### src/fgs_pkg.sv
// Behaviour
// - speed pulse divider: codes 0 and 1 divide by one, others by code
// - gating 0 keeps pulse while driven; 1 stops pulse below back-emf threshold
// - back-emf threshold codes 0..5 give 1,2,5,10,20,30 mV; 6,7 not applicable (the code holds codes 6,7 at 30 mV)
// - threshold gain 20, 10, 5 V/V for supply settings 60, 30, 15
// - anti voltage surge active only while enable bit 3 is one
// - deadtime compensation applied only while enable bit 2 is one
// - recirculation stop in align or open loop: bit 0 picks hi-z or brake
// - stop method: 0 hi-z, 1 recirculation, 2-3 low side brake, 4 spin down
// - brake time codes: 0-4 give 1 ms, then 5 up to 15000 ms
// - spin down speed threshold in percent steps of maximum speed
// - braking applied only below the brake speed threshold, pin or stop option
// - phase resistance in bits 15-8, phase inductance in bits 7-0
// - stop register at index 8a, resets to zero, bit 31 reads zero
// - maximum speed is a 14-bit field in electrical hertz
package fgs_pkg;

	// ==========================================
	// register map
	localparam logic [9:0] IDX_CL1 = 10'h088;
	localparam logic [9:0] IDX_CL2 = 10'h08a;
	localparam logic [9:0] IDX_MAXSPD = 10'h08e;
	localparam logic [9:0] IDX_STATUS = 10'h090;
	localparam logic [11:0] ADDR_CL1 = {IDX_CL1, 2'b00};
	localparam logic [11:0] ADDR_CL2 = {IDX_CL2, 2'b00};
	localparam logic [11:0] ADDR_MAXSPD = {IDX_MAXSPD, 2'b00};
	localparam logic [11:0] ADDR_STATUS = {IDX_STATUS, 2'b00};
	localparam logic [31:0] CL1_RESET = 32'h0000_0000;
	localparam logic [31:0] CL2_RESET = 32'h0000_0000;
	localparam logic [31:0] MAXSPD_RESET = 32'h0000_0000;
	localparam logic [31:0] CL1_MASK = 32'h0000_0ffd;
	localparam logic [31:0] CL2_MASK = 32'h7fff_ffff;
	localparam logic [31:0] MAXSPD_MASK = 32'h0000_3fff;

	// ==========================================
	// field positions
	localparam int DIV_LSB = 8;
	localparam int GATE_BIT = 7;
	localparam int THR_LSB = 4;
	localparam int SURGE_BIT = 3;
	localparam int DTC_BIT = 2;
	localparam int SLOW_BRK_BIT = 0;
	localparam int STOP_LSB = 28;
	localparam int BRKT_LSB = 24;
	localparam int SPIN_LSB = 20;
	localparam int BRKSPD_LSB = 16;
	localparam int RES_LSB = 8;
	localparam int IND_LSB = 0;

	// ==========================================
	// timing
	localparam int CLK_PERIOD_NS = 8;
	localparam int MS_NS = 1000000;
	localparam int CYC_PER_MS = (MS_NS + CLK_PERIOD_NS - 1) / CLK_PERIOD_NS;
	localparam logic [10:0] PCT_FULL = 11'h3e8;

	// ==========================================
	// types
	typedef enum logic [1:0] {
		SUP_15 = 2'b00,
		SUP_30 = 2'b01,
		SUP_60 = 2'b10
	} fgs_supply_t;

	typedef enum logic [2:0] {
		STOP_HIZ = 3'b000,
		STOP_RECIRC = 3'b001,
		STOP_LSBRAKE = 3'b010,
		STOP_SPIN = 3'b100
	} fgs_stop_t;

	typedef enum logic [2:0] {
		ST_RUN = 3'b000,
		ST_RECIRC = 3'b001,
		ST_WAIT_SPD = 3'b010,
		ST_BRAKE = 3'b011,
		ST_SPIN = 3'b100,
		ST_DONE = 3'b101
	} fgs_state_t;

	// ==========================================
	// decoders
	function automatic fgs_stop_t stop_decode(input logic [2:0] code);
		case (code)
			3'h1: stop_decode = STOP_RECIRC;
			3'h2, 3'h3: stop_decode = STOP_LSBRAKE;
			3'h4: stop_decode = STOP_SPIN;
			default: stop_decode = STOP_HIZ;
		endcase
	endfunction

	function automatic logic [13:0] brake_ms(input logic [3:0] code);
		case (code)
			4'h5: brake_ms = 14'h0005;
			4'h6: brake_ms = 14'h000a;
			4'h7: brake_ms = 14'h0032;
			4'h8: brake_ms = 14'h0064;
			4'h9: brake_ms = 14'h00fa;
			4'ha: brake_ms = 14'h01f4;
			4'hb: brake_ms = 14'h03e8;
			4'hc: brake_ms = 14'h09c4;
			4'hd: brake_ms = 14'h1388;
			4'he: brake_ms = 14'h2710;
			4'hf: brake_ms = 14'h3a98;
			default: brake_ms = 14'h0001;
		endcase
	endfunction

	// percent of maximum speed in tenths
	function automatic logic [10:0] pct_tenths(input logic [3:0] code);
		case (code)
			4'h0: pct_tenths = 11'h3e8;
			4'h1: pct_tenths = 11'h384;
			4'h2: pct_tenths = 11'h320;
			4'h3: pct_tenths = 11'h2bc;
			4'h4: pct_tenths = 11'h258;
			4'h5: pct_tenths = 11'h1f4;
			4'h6: pct_tenths = 11'h1c2;
			4'h7: pct_tenths = 11'h190;
			4'h8: pct_tenths = 11'h15e;
			4'h9: pct_tenths = 11'h12c;
			4'ha: pct_tenths = 11'h0fa;
			4'hb: pct_tenths = 11'h0c8;
			4'hc: pct_tenths = 11'h096;
			4'hd: pct_tenths = 11'h064;
			4'he: pct_tenths = 11'h032;
			default: pct_tenths = 11'h019;
		endcase
	endfunction

endpackage

### src/fgs_stop_config.sv
`timescale 1ns/100ps
module fgs_stop_config #(
	parameter int unsigned CYC_PER_MS_P = fgs_pkg::CYC_PER_MS
) (
	input wire logic clock,
	input wire logic rst_n,
	input wire logic psel,
	input wire logic penable,
	input wire logic pwrite,
	input wire logic [11:0] paddr,
	input wire logic [31:0] pwdata,
	output logic [31:0] prdata,
	output logic pready,
	output logic pslverr,
	input wire logic motor_driven,
	input wire logic stop_request,
	input wire logic brake_request,
	input wire logic align_or_open_loop,
	input wire fgs_pkg::fgs_supply_t supply_voltage_setting,
	input wire logic [15:0] phase_node_mv,
	input wire logic [13:0] motor_speed,
	input wire logic elec_tick,
	output logic speed_pulse_output,
	output logic surge_guard_enable,
	output logic deadtime_comp_enable,
	output logic bridge_hiz,
	output logic recirc_active,
	output logic low_side_brake,
	output logic spin_down_active,
	output logic [7:0] phase_resistance,
	output logic [7:0] phase_inductance,
	output logic stop_done
);
	import fgs_pkg::*;

	// ==========================================
	// registers
	logic [31:0] cl1_reg;
	logic [31:0] cl2_reg;
	logic [31:0] maxspd_reg;
	logic [31:0] prdata_reg;
	logic [31:0] prdata_next;
	fgs_state_t state_reg;
	fgs_state_t state_next;
	logic [16:0] sub_reg;
	logic [16:0] sub_next;
	logic [13:0] ms_reg;
	logic [13:0] ms_next;

	// ==========================================
	// apb decode
	wire logic hit_cl1 = paddr == ADDR_CL1;
	wire logic hit_cl2 = paddr == ADDR_CL2;
	wire logic hit_max = paddr == ADDR_MAXSPD;
	wire logic hit_sts = paddr == ADDR_STATUS;
	wire logic hit_any = hit_cl1 | hit_cl2 | hit_max | hit_sts;
	wire logic access_w = psel & penable;
	wire logic wr_w = access_w & pwrite & hit_any;
	wire logic setup_w = psel & ~penable;
	wire logic [31:0] status_w;
	wire logic [31:0] rd_mux_w;

	assign pready = 1'b1;
	assign pslverr = access_w & ~hit_any;
	assign prdata = prdata_reg;

	// ==========================================
	// field views
	wire logic [3:0] div_f = cl1_reg[DIV_LSB +: 4];
	wire logic gate_f = cl1_reg[GATE_BIT];
	wire logic [2:0] thr_f = cl1_reg[THR_LSB +: 3];
	wire logic slow_brk_f = cl1_reg[SLOW_BRK_BIT];
	wire logic [2:0] stop_f = cl2_reg[STOP_LSB +: 3];
	wire logic [3:0] brkt_f = cl2_reg[BRKT_LSB +: 4];
	wire logic [3:0] spin_f = cl2_reg[SPIN_LSB +: 4];
	wire logic [3:0] brkspd_f = cl2_reg[BRKSPD_LSB +: 4];
	wire logic [13:0] max_speed_f = maxspd_reg[13:0];

	// ==========================================
	// back-emf threshold compare
	logic [4:0] thr_mv_w;
	logic [4:0] gain_w;
	wire logic [15:0] thr_scaled_w;
	wire logic bemf_above_w;
	wire logic pulse_en_w;

	always_comb begin
		case (thr_f)
			3'h0: thr_mv_w = 5'h01;
			3'h1: thr_mv_w = 5'h02;
			3'h2: thr_mv_w = 5'h05;
			3'h3: thr_mv_w = 5'h0a;
			3'h4: thr_mv_w = 5'h14;
			default: thr_mv_w = 5'h1e;
		endcase
	end

	always_comb begin
		case (supply_voltage_setting)
			SUP_15: gain_w = 5'h05;
			SUP_30: gain_w = 5'h0a;
			default: gain_w = 5'h14;
		endcase
	end

	// phase node over gain against threshold, done as a product
	assign thr_scaled_w = 16'(thr_mv_w) * 16'(gain_w);
	assign bemf_above_w = phase_node_mv >= thr_scaled_w;
	assign pulse_en_w = motor_driven & (~gate_f | bemf_above_w);

	fgs_pulse_div u_div (
		.clock(clock),
		.rst_n(rst_n),
		.enable(pulse_en_w),
		.elec_tick(elec_tick),
		.div_code(div_f),
		.pulse_out(speed_pulse_output)
	);

	// ==========================================
	// speed thresholds
	wire logic [24:0] speed_x_w = 25'(motor_speed) * 25'(PCT_FULL);
	wire logic [24:0] brk_lim_w = 25'(max_speed_f) * 25'(pct_tenths(brkspd_f));
	wire logic [24:0] spin_lim_w = 25'(max_speed_f) * 25'(pct_tenths(spin_f));
	wire logic below_brk_w = speed_x_w < brk_lim_w;
	wire logic below_spin_w = speed_x_w < spin_lim_w;
	wire fgs_stop_t method_w = stop_decode(stop_f);
	wire logic any_req_w = stop_request | brake_request;

	// ==========================================
	// brake timer
	wire logic ms_tick_w = sub_reg == 17'(CYC_PER_MS_P - 1);
	wire logic brake_end_w = ms_reg >= brake_ms(brkt_f);

	always_comb begin
		sub_next = 17'h00000;
		ms_next = 14'h0000;
		if (state_reg == ST_BRAKE) begin
			sub_next = ms_tick_w ? 17'h00000 : sub_reg + 17'h00001;
			ms_next = ms_tick_w ? ms_reg + 14'h0001 : ms_reg;
		end
	end

	// ==========================================
	// stop sequencer
	always_comb begin
		state_next = state_reg;
		case (state_reg)
			ST_RUN: begin
				if (stop_request) begin
					case (method_w)
						STOP_RECIRC: begin
							if (!align_or_open_loop)
								state_next = ST_RECIRC;
							else if (slow_brk_f)
								state_next = ST_WAIT_SPD;
							else
								state_next = ST_DONE;
						end
						STOP_LSBRAKE: state_next = ST_WAIT_SPD;
						STOP_SPIN: state_next = ST_SPIN;
						default: state_next = ST_DONE;
					endcase
				end else if (brake_request) begin
					state_next = ST_WAIT_SPD;
				end
			end
			ST_RECIRC: begin
				if (!stop_request)
					state_next = ST_RUN;
			end
			ST_WAIT_SPD: begin
				if (!any_req_w)
					state_next = ST_RUN;
				else if (below_brk_w)
					state_next = ST_BRAKE;
			end
			ST_BRAKE: begin
				if (!any_req_w)
					state_next = ST_RUN;
				else if (brake_end_w)
					state_next = ST_DONE;
			end
			ST_SPIN: begin
				if (!stop_request)
					state_next = ST_RUN;
				else if (below_spin_w)
					state_next = ST_DONE;
			end
			ST_DONE: begin
				if (!any_req_w)
					state_next = ST_RUN;
			end
			default: state_next = ST_RUN;
		endcase
	end

	// ==========================================
	// outputs
	assign surge_guard_enable = cl1_reg[SURGE_BIT];
	assign deadtime_comp_enable = cl1_reg[DTC_BIT];
	assign phase_resistance = cl2_reg[RES_LSB +: 8];
	assign phase_inductance = cl2_reg[IND_LSB +: 8];
	assign bridge_hiz = (state_reg == ST_DONE) | (state_reg == ST_WAIT_SPD);
	assign recirc_active = state_reg == ST_RECIRC;
	assign low_side_brake = state_reg == ST_BRAKE;
	assign spin_down_active = state_reg == ST_SPIN;
	assign stop_done = state_reg == ST_DONE;

	// ==========================================
	// read path, captured in the setup phase
	assign status_w = {24'h000000, bemf_above_w, pulse_en_w,
		below_brk_w, below_spin_w, 1'b0, state_reg};
	assign rd_mux_w = hit_cl1 ? (cl1_reg & CL1_MASK) :
		hit_cl2 ? (cl2_reg & CL2_MASK) :
		hit_max ? (maxspd_reg & MAXSPD_MASK) :
		hit_sts ? status_w : 32'h0000_0000;

	always_comb begin
		prdata_next = prdata_reg;
		if (setup_w)
			prdata_next = rd_mux_w;
	end

	always_ff @(posedge clock) begin
		if (!rst_n) begin
			cl1_reg <= CL1_RESET;
			cl2_reg <= CL2_RESET;
			maxspd_reg <= MAXSPD_RESET;
		end else if (wr_w) begin
			if (hit_cl1)
				cl1_reg <= pwdata & CL1_MASK;
			if (hit_cl2)
				cl2_reg <= pwdata & CL2_MASK;
			if (hit_max)
				maxspd_reg <= pwdata & MAXSPD_MASK;
		end
	end

	always_ff @(posedge clock) begin
		if (!rst_n) begin
			state_reg <= ST_RUN;
			sub_reg <= 17'h00000;
			ms_reg <= 14'h0000;
			prdata_reg <= 32'h0000_0000;
		end else begin
			state_reg <= state_next;
			sub_reg <= sub_next;
			ms_reg <= ms_next;
			prdata_reg <= prdata_next;
		end
	end
endmodule

### src/fgs_pulse_div.sv
`timescale 1ns/100ps
module fgs_pulse_div (
	input wire logic clock,
	input wire logic rst_n,
	input wire logic enable,
	input wire logic elec_tick,
	input wire logic [3:0] div_code,
	output logic pulse_out
);
	import fgs_pkg::*;

	logic [3:0] cnt_reg;
	logic [3:0] cnt_next;
	logic pulse_reg;
	logic pulse_next;
	wire logic [3:0] last_w;
	wire logic wrap_w;

	// ==========================================
	// divide by code, codes 0 and 1 divide by one
	assign last_w = (div_code < 4'h2) ? 4'h0 : div_code - 4'h1;
	assign wrap_w = cnt_reg >= last_w;

	always_comb begin
		cnt_next = cnt_reg;
		pulse_next = pulse_reg;
		if (!enable) begin
			cnt_next = 4'h0;
			pulse_next = 1'b0;
		end else if (elec_tick) begin
			cnt_next = wrap_w ? 4'h0 : cnt_reg + 4'h1;
			pulse_next = wrap_w ? ~pulse_reg : pulse_reg;
		end
	end

	always_ff @(posedge clock) begin
		if (!rst_n) begin
			cnt_reg <= 4'h0;
			pulse_reg <= 1'b0;
		end else begin
			cnt_reg <= cnt_next;
			pulse_reg <= pulse_next;
		end
	end

	assign pulse_out = pulse_reg;

endmodule

### config.mk
export PLATFORM = sky130hd
export DESIGN_NAME = fgs_stop_config
export DESIGN_NICKNAME = d
export VERILOG_FILES = /design/src/fgs_pkg.sv /design/src/fgs_stop_config.sv /design/src/fgs_pulse_div.sv
export SDC_FILE = /design/constraint.sdc
export NUM_CORES = 1
export LEC_CHECK = 0
export ABC_AREA = 1
export BUFFER_PORTS_ARGS = -buffer_cell sky130_fd_sc_hd__buf_2
export CELL_PAD_IN_SITES_DETAIL_PLACEMENT = 0
export CELL_PAD_IN_SITES_GLOBAL_PLACEMENT = 1
export CORE_ASPECT_RATIO = 0.75
export CORE_MARGIN = 2
export CORE_UTILIZATION = 47
export DETAILED_ROUTE_END_ITERATION = 10
export PLACE_DENSITY = 0.84
export SLEW_MARGIN = 10
export SYNTH_ARGS = -nofsm -noshare
export SYNTH_HDL_FRONTEND = slang
export SYNTH_HIERARCHICAL = 1
export SYNTH_SLANG_ARGS = --single-unit
### constraint.sdc
create_clock -name clock -period 8.4 [get_ports clock]
set_input_delay 0.42 -clock clock [delete_from_list [all_inputs] [get_ports clock]]
set_output_delay 0.42 -clock clock [all_outputs]
set_load 0.005 [all_outputs]
Word-level counts from Yosys, hierarchy flattened. Memories as Yosys holds them, arrays and structs flattened. A register that Yosys moved wholly into a read port is not among the register bits. Cells that the tools add are included.

Mux-type cells: 29. Reductions and logical operators: 12. Add/subtract/negate cells: 4. Equal/unequal tests: 28. Multipliers: 4. Magnitude comparators: 6. Bitwise gates (word level): 18.

Operators by type and width (number): 31-bit two-way mux (2); 24-bit by 25-bit < comparator with 1-bit output (2); 14-bit by 11-bit multiplier with 25-bit output (2); 12-bit by 10-bit equality test with 1-bit output, second input constant (4); 3-bit two-way mux (12); 4-bit two-way mux (8); 5-bit one-hot mux with 5 select lines (1); 3-bit by 2-bit equality test with 1-bit output, second input constant (7); 14-bit by 7-bit multiplier with 21-bit output, second input constant (1); 3-bit one-hot mux with 3 select lines (2); 3-bit one-hot mux with 6 select lines (1); 17-bit by 1-bit adder with 17-bit output, second input constant (1); 17-bit equality test, second input constant (1); 16-bit by 10-bit >= comparator with 1-bit output (1); 3-bit equality test, second input constant (5); 14-bit by 1-bit adder with 14-bit output, second input constant (1); 14-bit >= comparator (1); 14-bit two-way mux (1); 3-bit by 1-bit equality test with 1-bit output, second input constant (4); 2-bit AND reduction (6); 5-bit by 5-bit multiplier with 10-bit output (1); 5-bit one-hot mux with 2 select lines (1); 8-bit two-way mux (1); 1-bit AND (6); other kinds (15) (29).

Input port bits: 86. Output and inout port bits: 58. Memories: 3. Flip-flop bits (word level): 127. Logic and storage cells: 113. Bits in read-only memories: 544.

Memory list: (no name shown) (depth 16, bits a word 14, read ports 1, clocked after memory_dff 1, wr ports 0, RTL line fgs_pkg.sv:93) `case (code)`; (no name shown) (depth 16, bits a word 10, read ports 1, clocked after memory_dff 1, wr ports 0, RTL line fgs_pkg.sv:111) `case (code)`; (no name shown) (depth 16, bits a word 10, read ports 1, clocked after memory_dff 1, wr ports 0, RTL line fgs_pkg.sv:111).

Depth between registers and ports, before layout.
Depth in word-level cells: 10. Depth in mapped cells: 40. Gate-level depth less buffers: 38.

Hierarchy. Netlist, hierarchy kept.

By module, submodules not included: fgs_stop_config (seq. area each 3103.0 µm², instances 1, area each 21480.6 µm², cells each 2857); fgs_pulse_div (seq. area each 100.1 µm², instances 1, area each 430.4 µm², cells each 59).

Worst setup path after synthesis. No wires, ideal clock.

Path kind: register to register. From: register maxspd_reg[0]. To: register state_reg[0]. Setup slack: 2.244 ns. Clock period less this slack: 6.156 ns. Arrival: 6.043 ns. Stages on the path, launching flop included: 35. Data required time: 8.287 ns. Buffers on the path: 2. Library setup time: 0.113 ns. Cells stage by stage: dfxtp_1 clkbuf_1 clkbuf_1 nand2_1 fa_1 fa_1 inv_1 ha_1 fa_1 inv_1 fa_1 inv_1 ha_1 nand2_1 o21ai_0 nand2_1 o211ai_1 a31oi_1 o21ai_0 nand4_1 nand2_1 xnor2_1 ha_1 inv_1 nor3_1 a211oi_1 nand2_1 nand2_1 nand2_1 nand2_1 nand2_1 nand3_1 nand3_1 nor2_1 nor2_1.

Cells in the longest elaborated chain, start to end: 4. Elaborated cells between the ends (all ways): 7. Classes of those cells: mul: 2; order compare: 2; eq/ne: 2; reduce/logical: 1.

Ends and longest elaborated chain: start: declaration (RTL line fgs_stop_config.sv:40) `logic [31:0] maxspd_reg;`; start signal: assignment (RTL line fgs_stop_config.sv:236) `maxspd_reg <= pwdata & MAXSPD_MASK;`; 14-bit by 11-bit multiplier with 25-bit output (on tied branches) (RTL line fgs_stop_config.sv:123, fgs_stop_config.sv:124); 24-bit by 25-bit < comparator with 1-bit output (on tied branches) (RTL line fgs_stop_config.sv:125, fgs_stop_config.sv:126); 3-bit inequality test (no source line) or 3-bit by 2-bit inequality test with 1-bit output (tied branches); 6-bit AND reduction (no source line) *; end signal: assignment (RTL line fgs_stop_config.sv:247) `state_reg <= state_next;`; end: declaration (RTL line fgs_stop_config.sv:43) `fgs_state_t state_reg;`.

Mark *: on every way between the ends. The rest lies on a longest branch, timed or not. A chain may end at the register's enable or synchronous reset.

Worst setup path in the final report.
From: register maxspd_reg[3]. To: register state_reg[0].

Same word-level chain as after synthesis.

==> Flow_metrics.wiki <==
{| class="wikitable"
! Metric !! Value
|-
| Routed Wire Length || 53400 um
|-
| Minimum clock period after layout || 7.29 ns
|-
| Sum of negative setup slack || 0 ns
|-
| Depth of the most critical reg-to-reg path || 36
|-
| Root Buffer || clkbuf_16
|-
| Slew @ Worst Pin || 1.09 ns
|-
| Yosys warning total || 6
|-
| Main flop type after synthesis || dfxtp_1
|-
| Power density over the cells || 146 mW/mm2
|-
| Worst Min Path Start || pwdata[29]
|-
| Number of fill cells || 4454
|-
| Most frequent cells in the layout || inv_1 (711), nand2_1 (604), ha_1 (306)
|-
| Syn Std Cell Area || 0.0219 mm2
|-
| Power share of the clock group || a little under a quarter
|-
| Routed via count divided by cell count || 5.04
|-
| Pin count of the biggest net entering global routing || 80
|-
| R2r startpoint || maxspd_reg[3]$_SDFFE_PN0P_
|-
| DR vias || 18.4k
|-
| Unrepaired setup endpoints after global routing || no
|-
| Synthesized flop and latch total || 160
|-
| Total I/O pin count || ~140
|-
| Average wire per standard cell || 14.7 um
|-
| Horizontal die dimension || 253 um
|-
| Final weighted congestion of routability-driven global placement || 0.849
|-
| Die ar. || 0.0484 mm2
|-
| Relative contribution of sequential cells to total power || 22.3%
|-
| Synthesized net count || 3555
|-
| Worst reg2reg setup slack || 1.11 ns
|-
| Cell type of the slowest stage on the worst timing path || dfxtp_1
|-
| GRT overflow || 0
|-
| Hold Crit Class || input pin to flip-flop
|-
| Startpoint class of the critical path || flip-flop
|-
| Switching Power || 1520 uW
|-
| Via count of the first global-routing pass || 18.4k
|-
| Share of the cycle needed by the critical path after routing || ~87%
|-
| TritonCTS Buffers || 17
|-
| Internal power of the cells || 1960 uW
|-
| Effective utilization at floorplan || 47.6%
|-
| Area delta synth->final || 8.34%
|-
| Sequential-to-total area share from yosys stat || 14.6%
|-
| Clk_skew || between 0.02 and 0.025 ns
|-
| Ratio of cells with drive above 1 in the final layout || 8.50%
|-
| 1st-iter DRT viols || 1035
|-
| CTS hold repair buffers || 0
|-
| Number of flops mapped to enable cells by yosys || 0
|-
| Core Footprint || 0.0460 mm2
|-
| NumNets Final || 3639
|-
| Crit path DAT || 7.69 ns
|-
| Global-route usage over all layers || 23.0%
|-
| Synth cell types || approximately 60
|-
| Outcome || complete, no violations
|-
| Most common cell after layout, fill and taps aside || inv_1
|-
| Cell Rows || 68
|-
| Port Buffer Count || 140
|-
| Max incr delay on CP || 0.91 ns
|-
| Share of flip-flops with an asynchronous set or reset || 0%
|-
| Sum of net half-perimeters after detailed placement || about 44000 um
|-
| Clock insertion delay at the later pin of the skew report || around 0.45 ns
|-
| Combinational share of power || 53.9%
|-
| Final count of pins violating max slew || 0
|-
| Worst Hold Path EP || cl2_reg[29]$_SDFFE_PN0P_
|-
| Final hold vios || 0
|-
| CP Capture Type || flip-flop
|-
| Maximum fanout encountered on the critical timing path || 12
|-
| Worst endpoint required time || 8.79 ns
|-
| Height of the chip || 191 um
|-
| Sinks on the clock net || 160
|-
| Initial antenna violation count || 4
|-
| Mean post-synth cell area || around 7.5 um2
|-
| Buffer depth of the longest clock path || 2
|-
| Most repeated library cell on the critical path || nand2_1
|-
| Achievable clock frequency || 137 MHz
|-
| First-pass GRT wire length || roughly 90000 um
|-
| Number of optimization iterations in the first detailed-route pass || 5
|-
| Number of maximum-capacitance constraint violations || 0
|-
| Total Power || 3470 uW
|-
| DRC errors left || 0
|-
| VDD IR-drop max || 183 uV
|-
| Number of instances in the synthesized netlist || 2916
|-
| Maximum level of the CTS H-tree || 4
|-
| CTS resizes || 0
|-
| Max-slew headroom || 27.4%
|-
| Worst hold path depth || 3
|-
| Number of buffers inserted to repair setup after CTS || 0
|-
| R2R Path End || state_reg[0]$_SDFFE_PN0P_
|-
| Sw frac || 43.7%
|-
| Count of endpoints failing setup in the final report || 0
|-
| Classification of the worst setup path || flip-flop to flip-flop
|-
| Clk pin slew, worst setup/hold paths || 0.08 ns
|-
| TritonCTS clock tree || built
|-
| Final ANT Viol Nets || 0
|-
| Leak Pwr || 0.0132 uW
|}
-- metal layers --
layer	track usage (%)	share of wire, %	routed length (um)
met5	0	0.043	23
met4	4.96	1.6	873
met3	2.93	5.4	2890
met2	37.4	45	23900
met1	32.6	48	25700
-- per-stage QoR --
step | utilization [%] | cell area, um2 | worst slack, ns | instances | hold WS (ns)
final | 51.6 | 23700 | 1.11 | 3645 | 0.211
after global routing | 51.6 | 23700 | 0.526 | 3645 | 0.228
after CTS | 51.6 | 23700 | 1.15 | 3643 | 0.206
after detailed placement | 50.2 | 23100 | 1.17 | 3611 | 0.444
after global placement | 50.2 | 23100 | 1.30 | 3611 | 0.429
after floorplan | - | 21900 | 2.24 | 2916 | 0.418
-- worst max-delay path, delay by kind of cell (launching register included) --
family	cells	cell delay (ns)
adders and majority gates	7	3.09
and+or+nand+nor	19	1.86
DFF	1	0.91
AOI/OAI and AO/OA	4	0.71
buffers and inverters	5	0.43
xor gates and xnor gates	1	0.24
-- how the worst max path moves through the flow --
stage / start / to / slack (ns)
after floorplan: maxspd_reg[0]$_SDFFE_PN0P_ / state_reg[0]$_SDFFE_PN0P_ / 2.24
after CTS: maxspd_reg[3]$_SDFFE_PN0P_ / state_reg[0]$_SDFFE_PN0P_ / 1.15
final: maxspd_reg[3]$_SDFFE_PN0P_ / state_reg[0]$_SDFFE_PN0P_ / 1.11
after global placement: maxspd_reg[7]$_SDFFE_PN0P_ / state_reg[0]$_SDFFE_PN0P_ / 1.30
after global routing: maxspd_reg[3]$_SDFFE_PN0P_ / state_reg[2]$_SDFFE_PN0P_ / 0.53
after detailed placement: maxspd_reg[3]$_SDFFE_PN0P_ / state_reg[0]$_SDFFE_PN0P_ / 1.17
-- Yosys cell counts, types with 2 or more instances --
master	instances	share of area [%]
a211oi_1	33	1.1
a211oi_2	6	0.34
a211oi_4	4	0.37
a21o_1	8	0.27
a21oi_1	176	4.0
a221oi_1	2	0.080
a31oi_1	10	0.29
buf_1	3	0.051
buf_2	12	0.27
buf_4	18	0.62
buf_6	3	0.15
clkbuf_1	63	1.1
conb_1	2	0.034
dfxtp_1	160	15
fa_1	247	23
ha_1	306	17
inv_1	712	12
inv_2	15	0.26
nand2_1	604	10
nand2_2	3	0.086
nand3_1	57	1.3
nand3b_1	2	0.069
nand4_1	22	0.63
nor2_1	161	2.8
nor2_2	11	0.31
nor3_1	31	0.71
nor3_2	5	0.23
nor3_4	2	0.15
nor3b_1	5	0.17
nor4_1	4	0.11
o211ai_1	6	0.21
o21a_1	6	0.21
o21ai_0	85	1.9
o21ai_1	19	0.43
o21bai_1	4	0.14
o221ai_1	10	0.40
o31ai_1	5	0.17
or2_1	5	0.14
or2_2	3	0.086
or4_1	2	0.069
xnor2_1	30	1.2
xor2_1	35	1.4
-- logic make-up after synthesis --
group                    after synthesis  share of synthesized area (%)
AND/OR/NAND/NOR                      924                           17.5
buffers and inverters                830                           14.8
adder cells (fa/ha/maj)              553                           40.0
AO/OA/AOI/OAI                        382                           10.3
flip-flops                           160                           14.6
XOR/XNOR                              65                           2.60
other                                  2                         0.0343
-- area by class of cell --
class	count	area, um2	area share [%]
clock buffers	17	425	1.79
multi-input cells	1926	15500	65.1
flip-flops and latches	160	3200	13.5
repair buffers	165	901	3.79
inverters	730	2760	11.6
clock inverters	15	205	0.864
well taps	630	788	3.32
diodes	2	5.00	0.0211
-- power groups by stage --
stage | Combinational (uW) | Sequential (uW) | Clock (uW)
6_report | 1870 | 773 | 829
5_1_grt | 2180 | 774 | 868
4_1_cts | 1890 | 773 | 840
3_5_place_dp | 1870 | 790 | 0
3_3_place_gp | 1810 | 790 | 0
2_1_floorplan | 1400 | 789 | 0
(Power assumes the default switching activity.)
